**config.mk**
```make
export PLATFORM = sky130hd
export DESIGN_NAME = clock_safeguard_and_reset_control
export DESIGN_NICKNAME = d
export VERILOG_FILES = /design/src/shared/clock_safeguard_pkg.sv /design/src/logic/clock_safeguard_and_reset_control.sv /design/src/logic/clock_tick_divider.sv
export SDC_FILE = /design/constraint.sdc
export NUM_CORES = 1
export LEC_CHECK = 0
export ABC_AREA = 1
export BUFFER_PORTS_ARGS = -buffer_cell sky130_fd_sc_hd__buf_2
export CAP_MARGIN = 15
export CORE_MARGIN = 2
export CORE_UTILIZATION = 30
export DETAILED_ROUTE_END_ITERATION = 7
export GPL_TIMING_DRIVEN = 1
export HOLD_SLACK_MARGIN = 0.03
export PLACE_DENSITY = 0.6
export SLEW_MARGIN = 25
export SYNTH_ARGS = -nofsm -noshare
export SYNTH_HDL_FRONTEND = slang
export SYNTH_SLANG_ARGS = --single-unit
```
**constraint.sdc**
```tcl
create_clock -name aclk -period 1.5 [get_ports aclk]
set_clock_uncertainty 0.15 [all_clocks]
set_input_delay 0.15 -clock aclk [delete_from_list [all_inputs] [get_ports aclk]]
set_output_delay 0.15 -clock aclk [all_outputs]
set_load 0.01 [all_outputs]
```
**src/shared/clock_safeguard_pkg.sv**
```systemverilog
// constants, register map and types shared by the clock safeguard and reset control block
// assumes a 10 MHz aclk; registers sit on an AXI4-Lite slave, one 32-bit word each
package clock_safeguard_pkg;

   // internal clock division ratios
   localparam int TIMER_DIV          = 12;
   localparam int CPU_DIV            = 13;
   localparam int ADC_DIV_FAST       = 6;
   localparam int ADC_DIV_SLOW       = 12;

   // internal reset release delay, in internal clock ticks
   localparam int RESET_DELAY_TICKS  = 2048;
   localparam int RESET_CNT_W        = 12;

   // oscillator supervision defaults, in aclk cycles or main edges
   localparam int MISS_LIMIT_CYCLES  = 16;
   localparam int START_EDGES        = 64;
   localparam int SPIKE_GAP_CYCLES   = 4;

   // register indices; byte address is four times the index
   localparam logic [9:0] OSC_CTRL_INDEX = 10'h0db;
   localparam logic [9:0] CLK_CFG_INDEX  = 10'h0f0;
   localparam logic [9:0] STATUS_INDEX   = 10'h0f1;

   // field positions
   localparam int OSC_OFF_BIT          = 0;
   localparam int ADC_SLOW_BIT         = 0;
   localparam int STAT_AUX_SEL_BIT     = 0;
   localparam int STAT_MAIN_STABLE_BIT = 1;
   localparam int STAT_MAIN_MISS_BIT   = 2;
   localparam int STAT_SAFEGUARD_BIT   = 3;
   localparam int STAT_RESET_BIT       = 4;

   // reset values
   localparam logic [7:0] OSC_CTRL_RESET = 8'h00;
   localparam logic [7:0] CLK_CFG_RESET  = 8'h00;

   // AXI responses
   localparam logic [1:0] RESP_OKAY   = 2'h0;
   localparam logic [1:0] RESP_SLVERR = 2'h2;

   // instruction length codes from the core
   localparam logic [1:0] INSTR_LEN_2 = 2'h0;
   localparam logic [1:0] INSTR_LEN_4 = 2'h1;

   typedef enum logic [1:0] {
      AUX_IDLE = 2'b00,
      AUX_WAIT = 2'b01,
      AUX_RUN  = 2'b10
   } aux_state_t;

endpackage

```
**src/logic/clock_safeguard_and_reset_control.sv**
```systemverilog
// clock source selection, safeguard filtering, clock division and reset sequencing
// assumes oscillator pins are sampled by aclk, well above either oscillator rate
// Notes on behaviour
// - timer/watchdog tick /12, core machine cycle /13
// - converter tick /6 or /12, software selected
// - instructions last two, four or five machine cycles
// - safeguard on: off bit stops main, aux starts
// - clearing off bit or reset restarts main
// - aux runs one own period after missing edge
// - aux stops once main runs again
// - aux clocks the reset delay until main runs
// - aux clock drives everything normally, only slower
// - safeguard suppresses ticks above maximum rate
// - no safeguard: no filter, limit or aux
// - reset from pin, power-on or watchdog
// - pin accepted in any mode, delayed internally
// - reset held while pin stays low
// - run/wait pin reset: halt, pull-ups, restart main
// - stop pin reset: start oscillator, pull-ups
// - internal reset ends 2048 ticks after release
// - watchdog reset behaves like pin reset
`timescale 1ns/100ps
module clock_safeguard_and_reset_control
   import clock_safeguard_pkg::*;
#(
   parameter int MISS_LIMIT = MISS_LIMIT_CYCLES,
   parameter int START_CNT  = START_EDGES,
   parameter int SPIKE_GAP  = SPIKE_GAP_CYCLES
) (
   input  wire logic        aclk,
   input  wire logic        aresetn,
   input  wire logic [11:0] awaddr,
   input  wire logic        awvalid,
   output logic             awready,
   input  wire logic [31:0] wdata,
   input  wire logic [3:0]  wstrb,
   input  wire logic        wvalid,
   output logic             wready,
   output logic [1:0]       bresp,
   output logic             bvalid,
   input  wire logic        bready,
   input  wire logic [11:0] araddr,
   input  wire logic        arvalid,
   output logic             arready,
   output logic [31:0]      rdata,
   output logic [1:0]       rresp,
   output logic             rvalid,
   input  wire logic        rready,
   input  wire logic        main_osc_pin,
   input  wire logic        aux_osc_pin,
   input  wire logic        reset_pin_n,
   input  wire logic        power_on_detect,
   input  wire logic        osc_safeguard,
   input  wire logic        watchdog_timeout,
   input  wire logic        stop_mode,
   input  wire logic [1:0]  instr_len,
   output logic             main_osc_enable,
   output logic             aux_osc_enable,
   output logic             int_tick,
   output logic             timer_tick,
   output logic             cpu_tick,
   output logic             adc_tick,
   output logic             instr_end,
   output logic             internal_reset,
   output logic             io_pullup_in
);
   localparam int GAP_W = 8;

   function automatic logic [9:0] reg_index(input logic [11:0] addr);
      reg_index = addr[11:2];
   endfunction

   function automatic logic [2:0] instr_cycles(input logic [1:0] code);
      if (code == INSTR_LEN_2)
         instr_cycles = 3'h2;
      else if (code == INSTR_LEN_4)
         instr_cycles = 3'h4;
      else
         instr_cycles = 3'h5;
   endfunction

   logic [1:0]             main_sync;
   logic [1:0]             aux_sync;
   logic [1:0]             rst_sync;
   logic [1:0]             por_sync;
   logic [1:0]             sg_sync;
   logic                   main_prev;
   logic                   aux_prev;
   logic                   main_edge;
   logic                   aux_edge;
   logic                   sg;
   logic [7:0]             oscillator_control_reg;
   logic [7:0]             clock_config;
   logic [7:0]             miss_cnt;
   logic                   main_missing;
   logic [7:0]             good_cnt;
   logic                   main_stable;
   aux_state_t             aux_state;
   logic                   raw_tick;
   logic [GAP_W-1:0]       gap_cnt;
   logic                   next_tick;
   logic                   rst_req;
   logic [RESET_CNT_W-1:0] delay_cnt;
   logic [2:0]             mc_cnt;
   logic                   timer_div_pulse;
   logic                   cpu_div_pulse;
   logic                   adc_div_pulse;
   logic [3:0]             adc_ratio;
   logic [7:0]             status;

   // pins pass two flops before anything looks at them
   always_ff @(posedge aclk) begin
      if (!aresetn) begin
         main_sync <= 2'h0;
         aux_sync  <= 2'h0;
         rst_sync  <= 2'h0;
         por_sync  <= 2'h0;
         sg_sync   <= 2'h0;
         main_prev <= 1'b0;
         aux_prev  <= 1'b0;
      end else begin
         main_sync <= {main_sync[0], main_osc_pin};
         aux_sync  <= {aux_sync[0], aux_osc_pin};
         rst_sync  <= {rst_sync[0], reset_pin_n};
         por_sync  <= {por_sync[0], power_on_detect};
         sg_sync   <= {sg_sync[0], osc_safeguard};
         main_prev <= main_sync[1];
         aux_prev  <= aux_sync[1];
      end
   end

   assign main_edge = main_sync[1] & ~main_prev;
   assign aux_edge  = aux_sync[1] & ~aux_prev;
   assign sg        = sg_sync[1];

   // missing-edge watch: a silent main line for MISS_LIMIT cycles counts as failed
   always_ff @(posedge aclk) begin
      if (!aresetn) begin
         miss_cnt <= 8'h0;
      end else if (main_edge) begin
         miss_cnt <= 8'h0;
      end else if (!main_missing) begin
         miss_cnt <= miss_cnt + 8'h1;
      end
   end
   assign main_missing = (miss_cnt >= 8'(MISS_LIMIT));

   // main counts as running again only after a start-up run of edges
   always_ff @(posedge aclk) begin
      if (!aresetn) begin
         good_cnt <= 8'h0;
      end else if (main_missing || !main_osc_enable) begin
         good_cnt <= 8'h0;
      end else if (main_edge && !main_stable) begin
         good_cnt <= good_cnt + 8'h1;
      end
   end
   assign main_stable = (good_cnt >= 8'(START_CNT));

   // the oscillator always runs in reset, even out of stop
   always_ff @(posedge aclk) begin
      if (!aresetn) begin
         main_osc_enable <= 1'b1;
      end else begin
         main_osc_enable <= internal_reset ||
                            (!stop_mode && !(sg && oscillator_control_reg[OSC_OFF_BIT]));
      end
   end

   // aux source sequencing; with the safeguard on, changes of source happen only on an edge of the
   // source being switched to, so no short pulse reaches the dividers
   always_ff @(posedge aclk) begin
      if (!aresetn) begin
         aux_state <= AUX_IDLE;
      end else begin
         case (aux_state)
            AUX_IDLE: begin
               if (sg && (main_missing || !main_osc_enable))
                  aux_state <= AUX_WAIT;
            end
            AUX_WAIT: begin
               if (!sg)
                  aux_state <= AUX_IDLE;
               else if (aux_edge)
                  aux_state <= AUX_RUN;
            end
            AUX_RUN: begin
               if (!sg)
                  aux_state <= AUX_IDLE;
               else if (main_stable && main_edge && main_osc_enable)
                  aux_state <= AUX_IDLE;
            end
            default: aux_state <= AUX_IDLE;
         endcase
      end
   end

   always_ff @(posedge aclk) begin
      if (!aresetn) begin
         aux_osc_enable <= 1'b0;
      end else begin
         aux_osc_enable <= sg && (aux_state != AUX_IDLE) && !(aux_state == AUX_RUN && main_stable && main_edge);
      end
   end

   // aux ticks feed the same dividers, so core and reset delay just run slower
   assign raw_tick = (aux_state == AUX_RUN) ? aux_edge : main_edge;

   // spike filter: ticks closer than SPIKE_GAP cycles are dropped
   assign next_tick = raw_tick && (!sg || gap_cnt >= GAP_W'(SPIKE_GAP - 1));

   always_ff @(posedge aclk) begin
      if (!aresetn) begin
         gap_cnt <= '0;
      end else if (next_tick) begin
         gap_cnt <= '0;
      end else if (gap_cnt != {GAP_W{1'b1}}) begin
         gap_cnt <= gap_cnt + GAP_W'(1);
      end
   end

   always_ff @(posedge aclk) begin
      if (!aresetn)
         int_tick <= 1'b0;
      else
         int_tick <= next_tick;
   end

   assign adc_ratio = clock_config[ADC_SLOW_BIT] ? 4'(ADC_DIV_SLOW) : 4'(ADC_DIV_FAST);

   clock_tick_divider #(.WIDTH(4)) timer_div (
      .aclk    (aclk),
      .aresetn (aresetn),
      .tick    (next_tick),
      .ratio   (4'(TIMER_DIV)),
      .pulse   (timer_div_pulse)
   );

   clock_tick_divider #(.WIDTH(4)) cpu_div (
      .aclk    (aclk),
      .aresetn (aresetn),
      .tick    (next_tick),
      .ratio   (4'(CPU_DIV)),
      .pulse   (cpu_div_pulse)
   );

   clock_tick_divider #(.WIDTH(4)) adc_div (
      .aclk    (aclk),
      .aresetn (aresetn),
      .tick    (next_tick),
      .ratio   (adc_ratio),
      .pulse   (adc_div_pulse)
   );

   assign timer_tick = timer_div_pulse;
   assign cpu_tick   = cpu_div_pulse;
   assign adc_tick   = adc_div_pulse;

   // machine cycles per instruction; the core holds instr_len for the instruction
   always_ff @(posedge aclk) begin
      if (!aresetn || internal_reset) begin
         mc_cnt    <= 3'h0;
         instr_end <= 1'b0;
      end else begin
         instr_end <= 1'b0;
         if (cpu_div_pulse) begin
            if (mc_cnt >= instr_cycles(instr_len) - 3'h1) begin
               mc_cnt    <= 3'h0;
               instr_end <= 1'b1;
            end else begin
               mc_cnt <= mc_cnt + 3'h1;
            end
         end
      end
   end

   // every source reloads the same delay; a short pin pulse still runs the full count
   assign rst_req = !rst_sync[1] || por_sync[1] || watchdog_timeout;

   always_ff @(posedge aclk) begin
      if (!aresetn) begin
         internal_reset <= 1'b1;
         delay_cnt      <= '0;
      end else if (rst_req) begin
         internal_reset <= 1'b1;
         delay_cnt      <= '0;
      end else if (internal_reset && next_tick) begin
         if (delay_cnt == RESET_CNT_W'(RESET_DELAY_TICKS - 1)) begin
            internal_reset <= 1'b0;
         end else begin
            delay_cnt <= delay_cnt + RESET_CNT_W'(1);
         end
      end
   end

   always_ff @(posedge aclk) begin
      if (!aresetn)
         io_pullup_in <= 1'b1;
      else
         io_pullup_in <= internal_reset || rst_req;
   end

   assign status = {3'h0, internal_reset, sg, main_missing, main_stable, aux_state == AUX_RUN};

   // AXI4-Lite write: address and data are taken together, then a response
   always_ff @(posedge aclk) begin
      if (!aresetn) begin
         awready <= 1'b0;
         wready  <= 1'b0;
         bvalid  <= 1'b0;
         bresp   <= RESP_OKAY;
      end else begin
         awready <= 1'b0;
         wready  <= 1'b0;
         if (bvalid && bready) begin
            bvalid <= 1'b0;
         end
         if (awvalid && wvalid && !bvalid && !awready) begin
            awready <= 1'b1;
            wready  <= 1'b1;
         end
         if (awready) begin
            bvalid <= 1'b1;
            bresp  <= (reg_index(awaddr) == OSC_CTRL_INDEX || reg_index(awaddr) == CLK_CFG_INDEX ||
                       reg_index(awaddr) == STATUS_INDEX) ? RESP_OKAY : RESP_SLVERR;
         end
      end
   end

   // only bit 0 is stored; upper bits read zero; any reset restarts the main oscillator
   always_ff @(posedge aclk) begin
      if (!aresetn || internal_reset) begin
         oscillator_control_reg <= OSC_CTRL_RESET;
      end else if (awready && wstrb[0] && reg_index(awaddr) == OSC_CTRL_INDEX) begin
         oscillator_control_reg <= {7'h0, wdata[OSC_OFF_BIT]};
      end
   end

   always_ff @(posedge aclk) begin
      if (!aresetn) begin
         clock_config <= CLK_CFG_RESET;
      end else if (awready && wstrb[0] && reg_index(awaddr) == CLK_CFG_INDEX) begin
         clock_config <= {7'h0, wdata[ADC_SLOW_BIT]};
      end
   end

   // AXI4-Lite read
   always_ff @(posedge aclk) begin
      if (!aresetn) begin
         arready <= 1'b0;
         rvalid  <= 1'b0;
         rdata   <= 32'h0;
         rresp   <= RESP_OKAY;
      end else begin
         arready <= 1'b0;
         if (rvalid && rready) begin
            rvalid <= 1'b0;
         end
         if (arvalid && !rvalid && !arready) begin
            arready <= 1'b1;
         end
         if (arready) begin
            rvalid <= 1'b1;
            rresp  <= RESP_OKAY;
            case (reg_index(araddr))
               OSC_CTRL_INDEX: rdata <= {24'h0, oscillator_control_reg};
               CLK_CFG_INDEX:  rdata <= {24'h0, clock_config};
               STATUS_INDEX:   rdata <= {24'h0, status};
               default: begin
                  rdata <= 32'h0;
                  rresp <= RESP_SLVERR;
               end
            endcase
         end
      end
   end

   // helper counters for the checks below
   logic [3:0]             h_timer;
   logic [3:0]             h_cpu;
   logic [RESET_CNT_W-1:0] h_rst;

   always_ff @(posedge aclk) begin
      if (!aresetn) begin
         h_timer <= 4'h0;
         h_cpu   <= 4'h0;
         h_rst   <= '0;
      end else begin
         if (timer_tick)
            h_timer <= 4'h0;
         else if (int_tick)
            h_timer <= h_timer + 4'h1;
         if (cpu_tick)
            h_cpu <= 4'h0;
         else if (int_tick)
            h_cpu <= h_cpu + 4'h1;
         if (rst_req)
            h_rst <= '0;
         else if (internal_reset && next_tick)
            h_rst <= h_rst + RESET_CNT_W'(1);
      end
   end
endmodule

```
**src/logic/clock_tick_divider.sv**
```systemverilog
// divides a stream of one-cycle internal clock ticks by a run-time ratio
// assumes tick is a one-cycle pulse on aclk; pulse is registered
`timescale 1ns/100ps
module clock_tick_divider #(
   parameter int WIDTH = 4
) (
   input  wire logic             aclk,
   input  wire logic             aresetn,
   input  wire logic             tick,
   input  wire logic [WIDTH-1:0] ratio,
   output logic                  pulse
);
   logic [WIDTH-1:0] count;

   // ">=" lets a ratio lowered mid-count wrap at once instead of running to overflow
   always_ff @(posedge aclk) begin
      if (!aresetn) begin
         count <= '0;
         pulse <= 1'b0;
      end else begin
         pulse <= 1'b0;
         if (tick) begin
            if (count >= ratio - WIDTH'(1)) begin
               count <= '0;
               pulse <= 1'b1;
            end else begin
               count <= count + WIDTH'(1);
            end
         end
      end
   end
endmodule

```
==> results.toml <==
[run_status]
outcome = "finished with violations"
violations = "negative setup slack"

[detailed_routing]
num_vias = 3809
drt_iter0_drc = 130
ant_nets = 0
dr.pass1.iters = 4
remaining_drc_errors = 0
vias_per_cell = 4.20
routed_wl_mm = 9.36
wire_per_inst_um = 10.3

[power]
clkPwrFrac_pct = 44.2
peakVddDrop_uv = 548
combPwrFrac_pct = 8.8
total_power_mw = 5.17
power_density_nw_per_um2 = 886
p_sw_share_pct = 24.0
power_leakage_nw = 2.63
p_sw_mw = 1.24
p_int_mw = 3.93
p_seq_share_pct = 46.9

[timing]
fin_crit_ns = 1.53
rsz0062_at_grt = "yes"
fin_crit_sh_pct = 102
finalSetupViolCount = 14
slew_violations = 0
final_hold_viol_count = 0
setup_ws_ns = -0.0305
max_clock_freq_mhz = 653

[min_path]
min_path_type = "input port to register"
hold-path-cell-count = 5

[clocking]
clock_latency_ns = 0.34
clockRootBuffer = "clkbuf_16"
cts_buffers = 9
cts_sinks = 87
clk_pin_slew_ns = 0.06
h-tree-depth = 3
cts_tree = "done"
clock_path_buffers = 2

[floorplanning]
placementRows = 43
start_util_pct = 30.7
ios = 126
die-width_um = 123
dieArea_sq_um = 15200
die_y_um = 123
core_sq_um = 13900

[setup_path]
cp.depth = 11
worstPathMaxFanout = 6
reg2reg_depth = 11
crit_type = "register to register"
crit_chain = "ha_4, inv_2, nand2_1, nor2_1, nand2_2, buf_6, nand3_4, nor2_4, buf_6, nand2_1, a21oi_2"
cp_top_family = "simple AND/OR/NAND/NOR gates"
arrival_ns = 1.60
start_kind = "register"
path_buf_inv = 3
setup.worst_path.end_class = "register"
slowest_delay_ns = 0.33
crit_slowest_cell = "dfxtp_2"
required_ns = 1.57

[global_routing]
first_global_vias = 3528
grt_remaining_overflow = 0
gr-usage-all-layers_pct = 12.9
grt_max_degree = 31
antenna_found_initial = 0
grt_pass1_wl_mm = 15.5

[logic_synthesis]
synth_warnings = 0
postSynthAreaPerCell_sq_um = 7.27
ys_seq_area_share_pct = 40.8
synth-compound-area-share_pct = 9.71
synth_top_family_by_area = "simple AND/OR/NAND/NOR gates"
synthXorXnorAreaFrac_pct = 2.67
netlist_instances = 587
synth_cell_types = 39
synth-simple-area-share_pct = 28.0
ys_seq_elements = 87
synthAdderAreaFrac_pct = 4.40
netlist_area_sq_um = 4270
synthMuxAreaShare_pct = 0

[place]
dp_cells = 870
gp_congestion = 0.763
dp_hpwl_mm = 6.76
port_buffers = 58

[cells_and_area]
nFillCells = 1406
drive_above_1_share_pct = 29.8
top_register = "delay_cnt"
final_nets = 813
n_antenna_cell = 0
layout_commonest_cell = "nand2_1"
area_growth_pct = 36.7
largest_reg_flops = 12
mostFrequentLayoutCells = "nand2_1, inv_1, dfxtp_1"
stdcell_count = 907

[job]
drv_cap = 0
-- power by group through the flow --
stage	logic (mW)	clock network, mW	registers (mW)
floorplan	0.286	0	2.47
global placement	0.383	0	2.47
detailed placement	0.387	0	2.47
CTS	0.427	2.35	2.42
global route	0.520	2.43	2.44
finish	0.457	2.29	2.43
-- layer usage --
metal / part of all wire [%] / vias up / global-route usage (%)
met5: 0 / - / 0
met4: 1.1 / 0 / 4.90
li1: - / 2075 / -
met1: 48 / 1651 / 16.7
met3: 6.4 / 6 / 3.46
met2: 45 / 77 / 20.6
-- final cells by class --
cell class / instances / area [sq um] / share of cell area, %
inverters: 84 / 315 / 5.41
clock buffers: 10 / 239 / 4.10
well taps: 180 / 225 / 3.86
multi-input cells: 405 / 2280 / 39.1
flip-flops and latches: 87 / 1760 / 30.2
repair buffers: 135 / 942 / 16.2
clock inverters: 6 / 68.8 / 1.18
-- worst register-to-register path: cells and delay by family (launching register included) --
kind / cells / cell delay (ns)
flops: 1 / 0.33
fa+ha+maj: 1 / 0.17
buf+inv: 3 / 0.30
simple gates: 6 / 0.42
compound gates: 1 / 0.05
-- per-stage QoR --
stage,util (%),setup slack [ns],setup TNS [ns],area [sq um],hold WS [ns]
floorplan,-,0.0142,0,4400,0.0976
global placement,36.4,-0.0986,-0.619,5060,0.186
detailed placement,36.4,-0.113,-1.01,5060,0.186
CTS,40.3,-0.0316,-0.106,5590,0.0451
global route,42.0,-0.133,-2.96,5830,0.0813
finish,42.0,-0.0305,-0.225,5830,0.0499
-- kinds of logic (layout without fill, tap and decap cells) --
logic type / Yosys count / after routing
AND/OR/NAND/NOR: 274 / 275
XOR/XNOR: 13 / 13
buffers and inverters: 124 / 235
AO/OA/AOI/OAI: 73 / 73
other: 1 / 29
adder cells (fa/ha/maj): 15 / 15
flip-flops: 87 / 87
-- final timing paths --
kind                    start              end  slack, ns
setup / recovery   gap_cnt[1]     delay_cnt[0]      -0.03
hold / removal      awaddr[2]  clock_config[0]       0.05
setup reg to reg   gap_cnt[1]     delay_cnt[0]      -0.03
hold reg to reg   aux_sync[0]      aux_sync[1]       0.26
-- timing repair --
item                                    in CTS  in global routing
endpoints found under the hold margin       12                  0
pin swaps                                    4                 19
setup buffers                                2                  4
gates cloned                                 1                  0
resized for setup                           16                 61
endpoints found under the setup margin      30                 46
hold buffers                                14                  0
-- cells in the mapped netlist --
cell | instances | area [sq um]
nor3_2 | 1 | 10.0
dfxtp_1 | 87 | 1740
o21bai_2 | 1 | 11.3
nor4_1 | 2 | 12.5
nor3_1 | 10 | 50.1
a21oi_2 | 3 | 26.3
o21ai_1 | 1 | 5.00
nand4_1 | 9 | 56.3
nand3_4 | 1 | 17.5
buf_2 | 1 | 5.00
or2_0 | 1 | 6.26
nor3b_1 | 1 | 7.51
o21bai_1 | 1 | 7.51
nand3_2 | 2 | 20.0
nand3b_1 | 3 | 22.5
conb_1 | 1 | 3.75
nor2_1 | 61 | 229
a211oi_2 | 1 | 12.5
nor2_2 | 6 | 37.5
inv_2 | 3 | 11.3
o2111ai_1 | 1 | 8.76
buf_4 | 30 | 225
nand3_1 | 33 | 165
a21oi_1 | 35 | 175
nor2_4 | 1 | 11.3
o211ai_1 | 1 | 7.51
or2_2 | 1 | 6.26
nand2_2 | 4 | 25.0
inv_1 | 81 | 304
ha_1 | 15 | 188
xnor2_1 | 5 | 43.8
a21o_1 | 2 | 15.0
a31oi_1 | 4 | 25.0
o21a_1 | 2 | 15.0
clkbuf_1 | 5 | 18.8
xor2_1 | 8 | 70.1
buf_6 | 4 | 45.0
nand2_1 | 138 | 518
o21ai_0 | 21 | 105
Note: power is estimated with default switching activity, not from simulation.
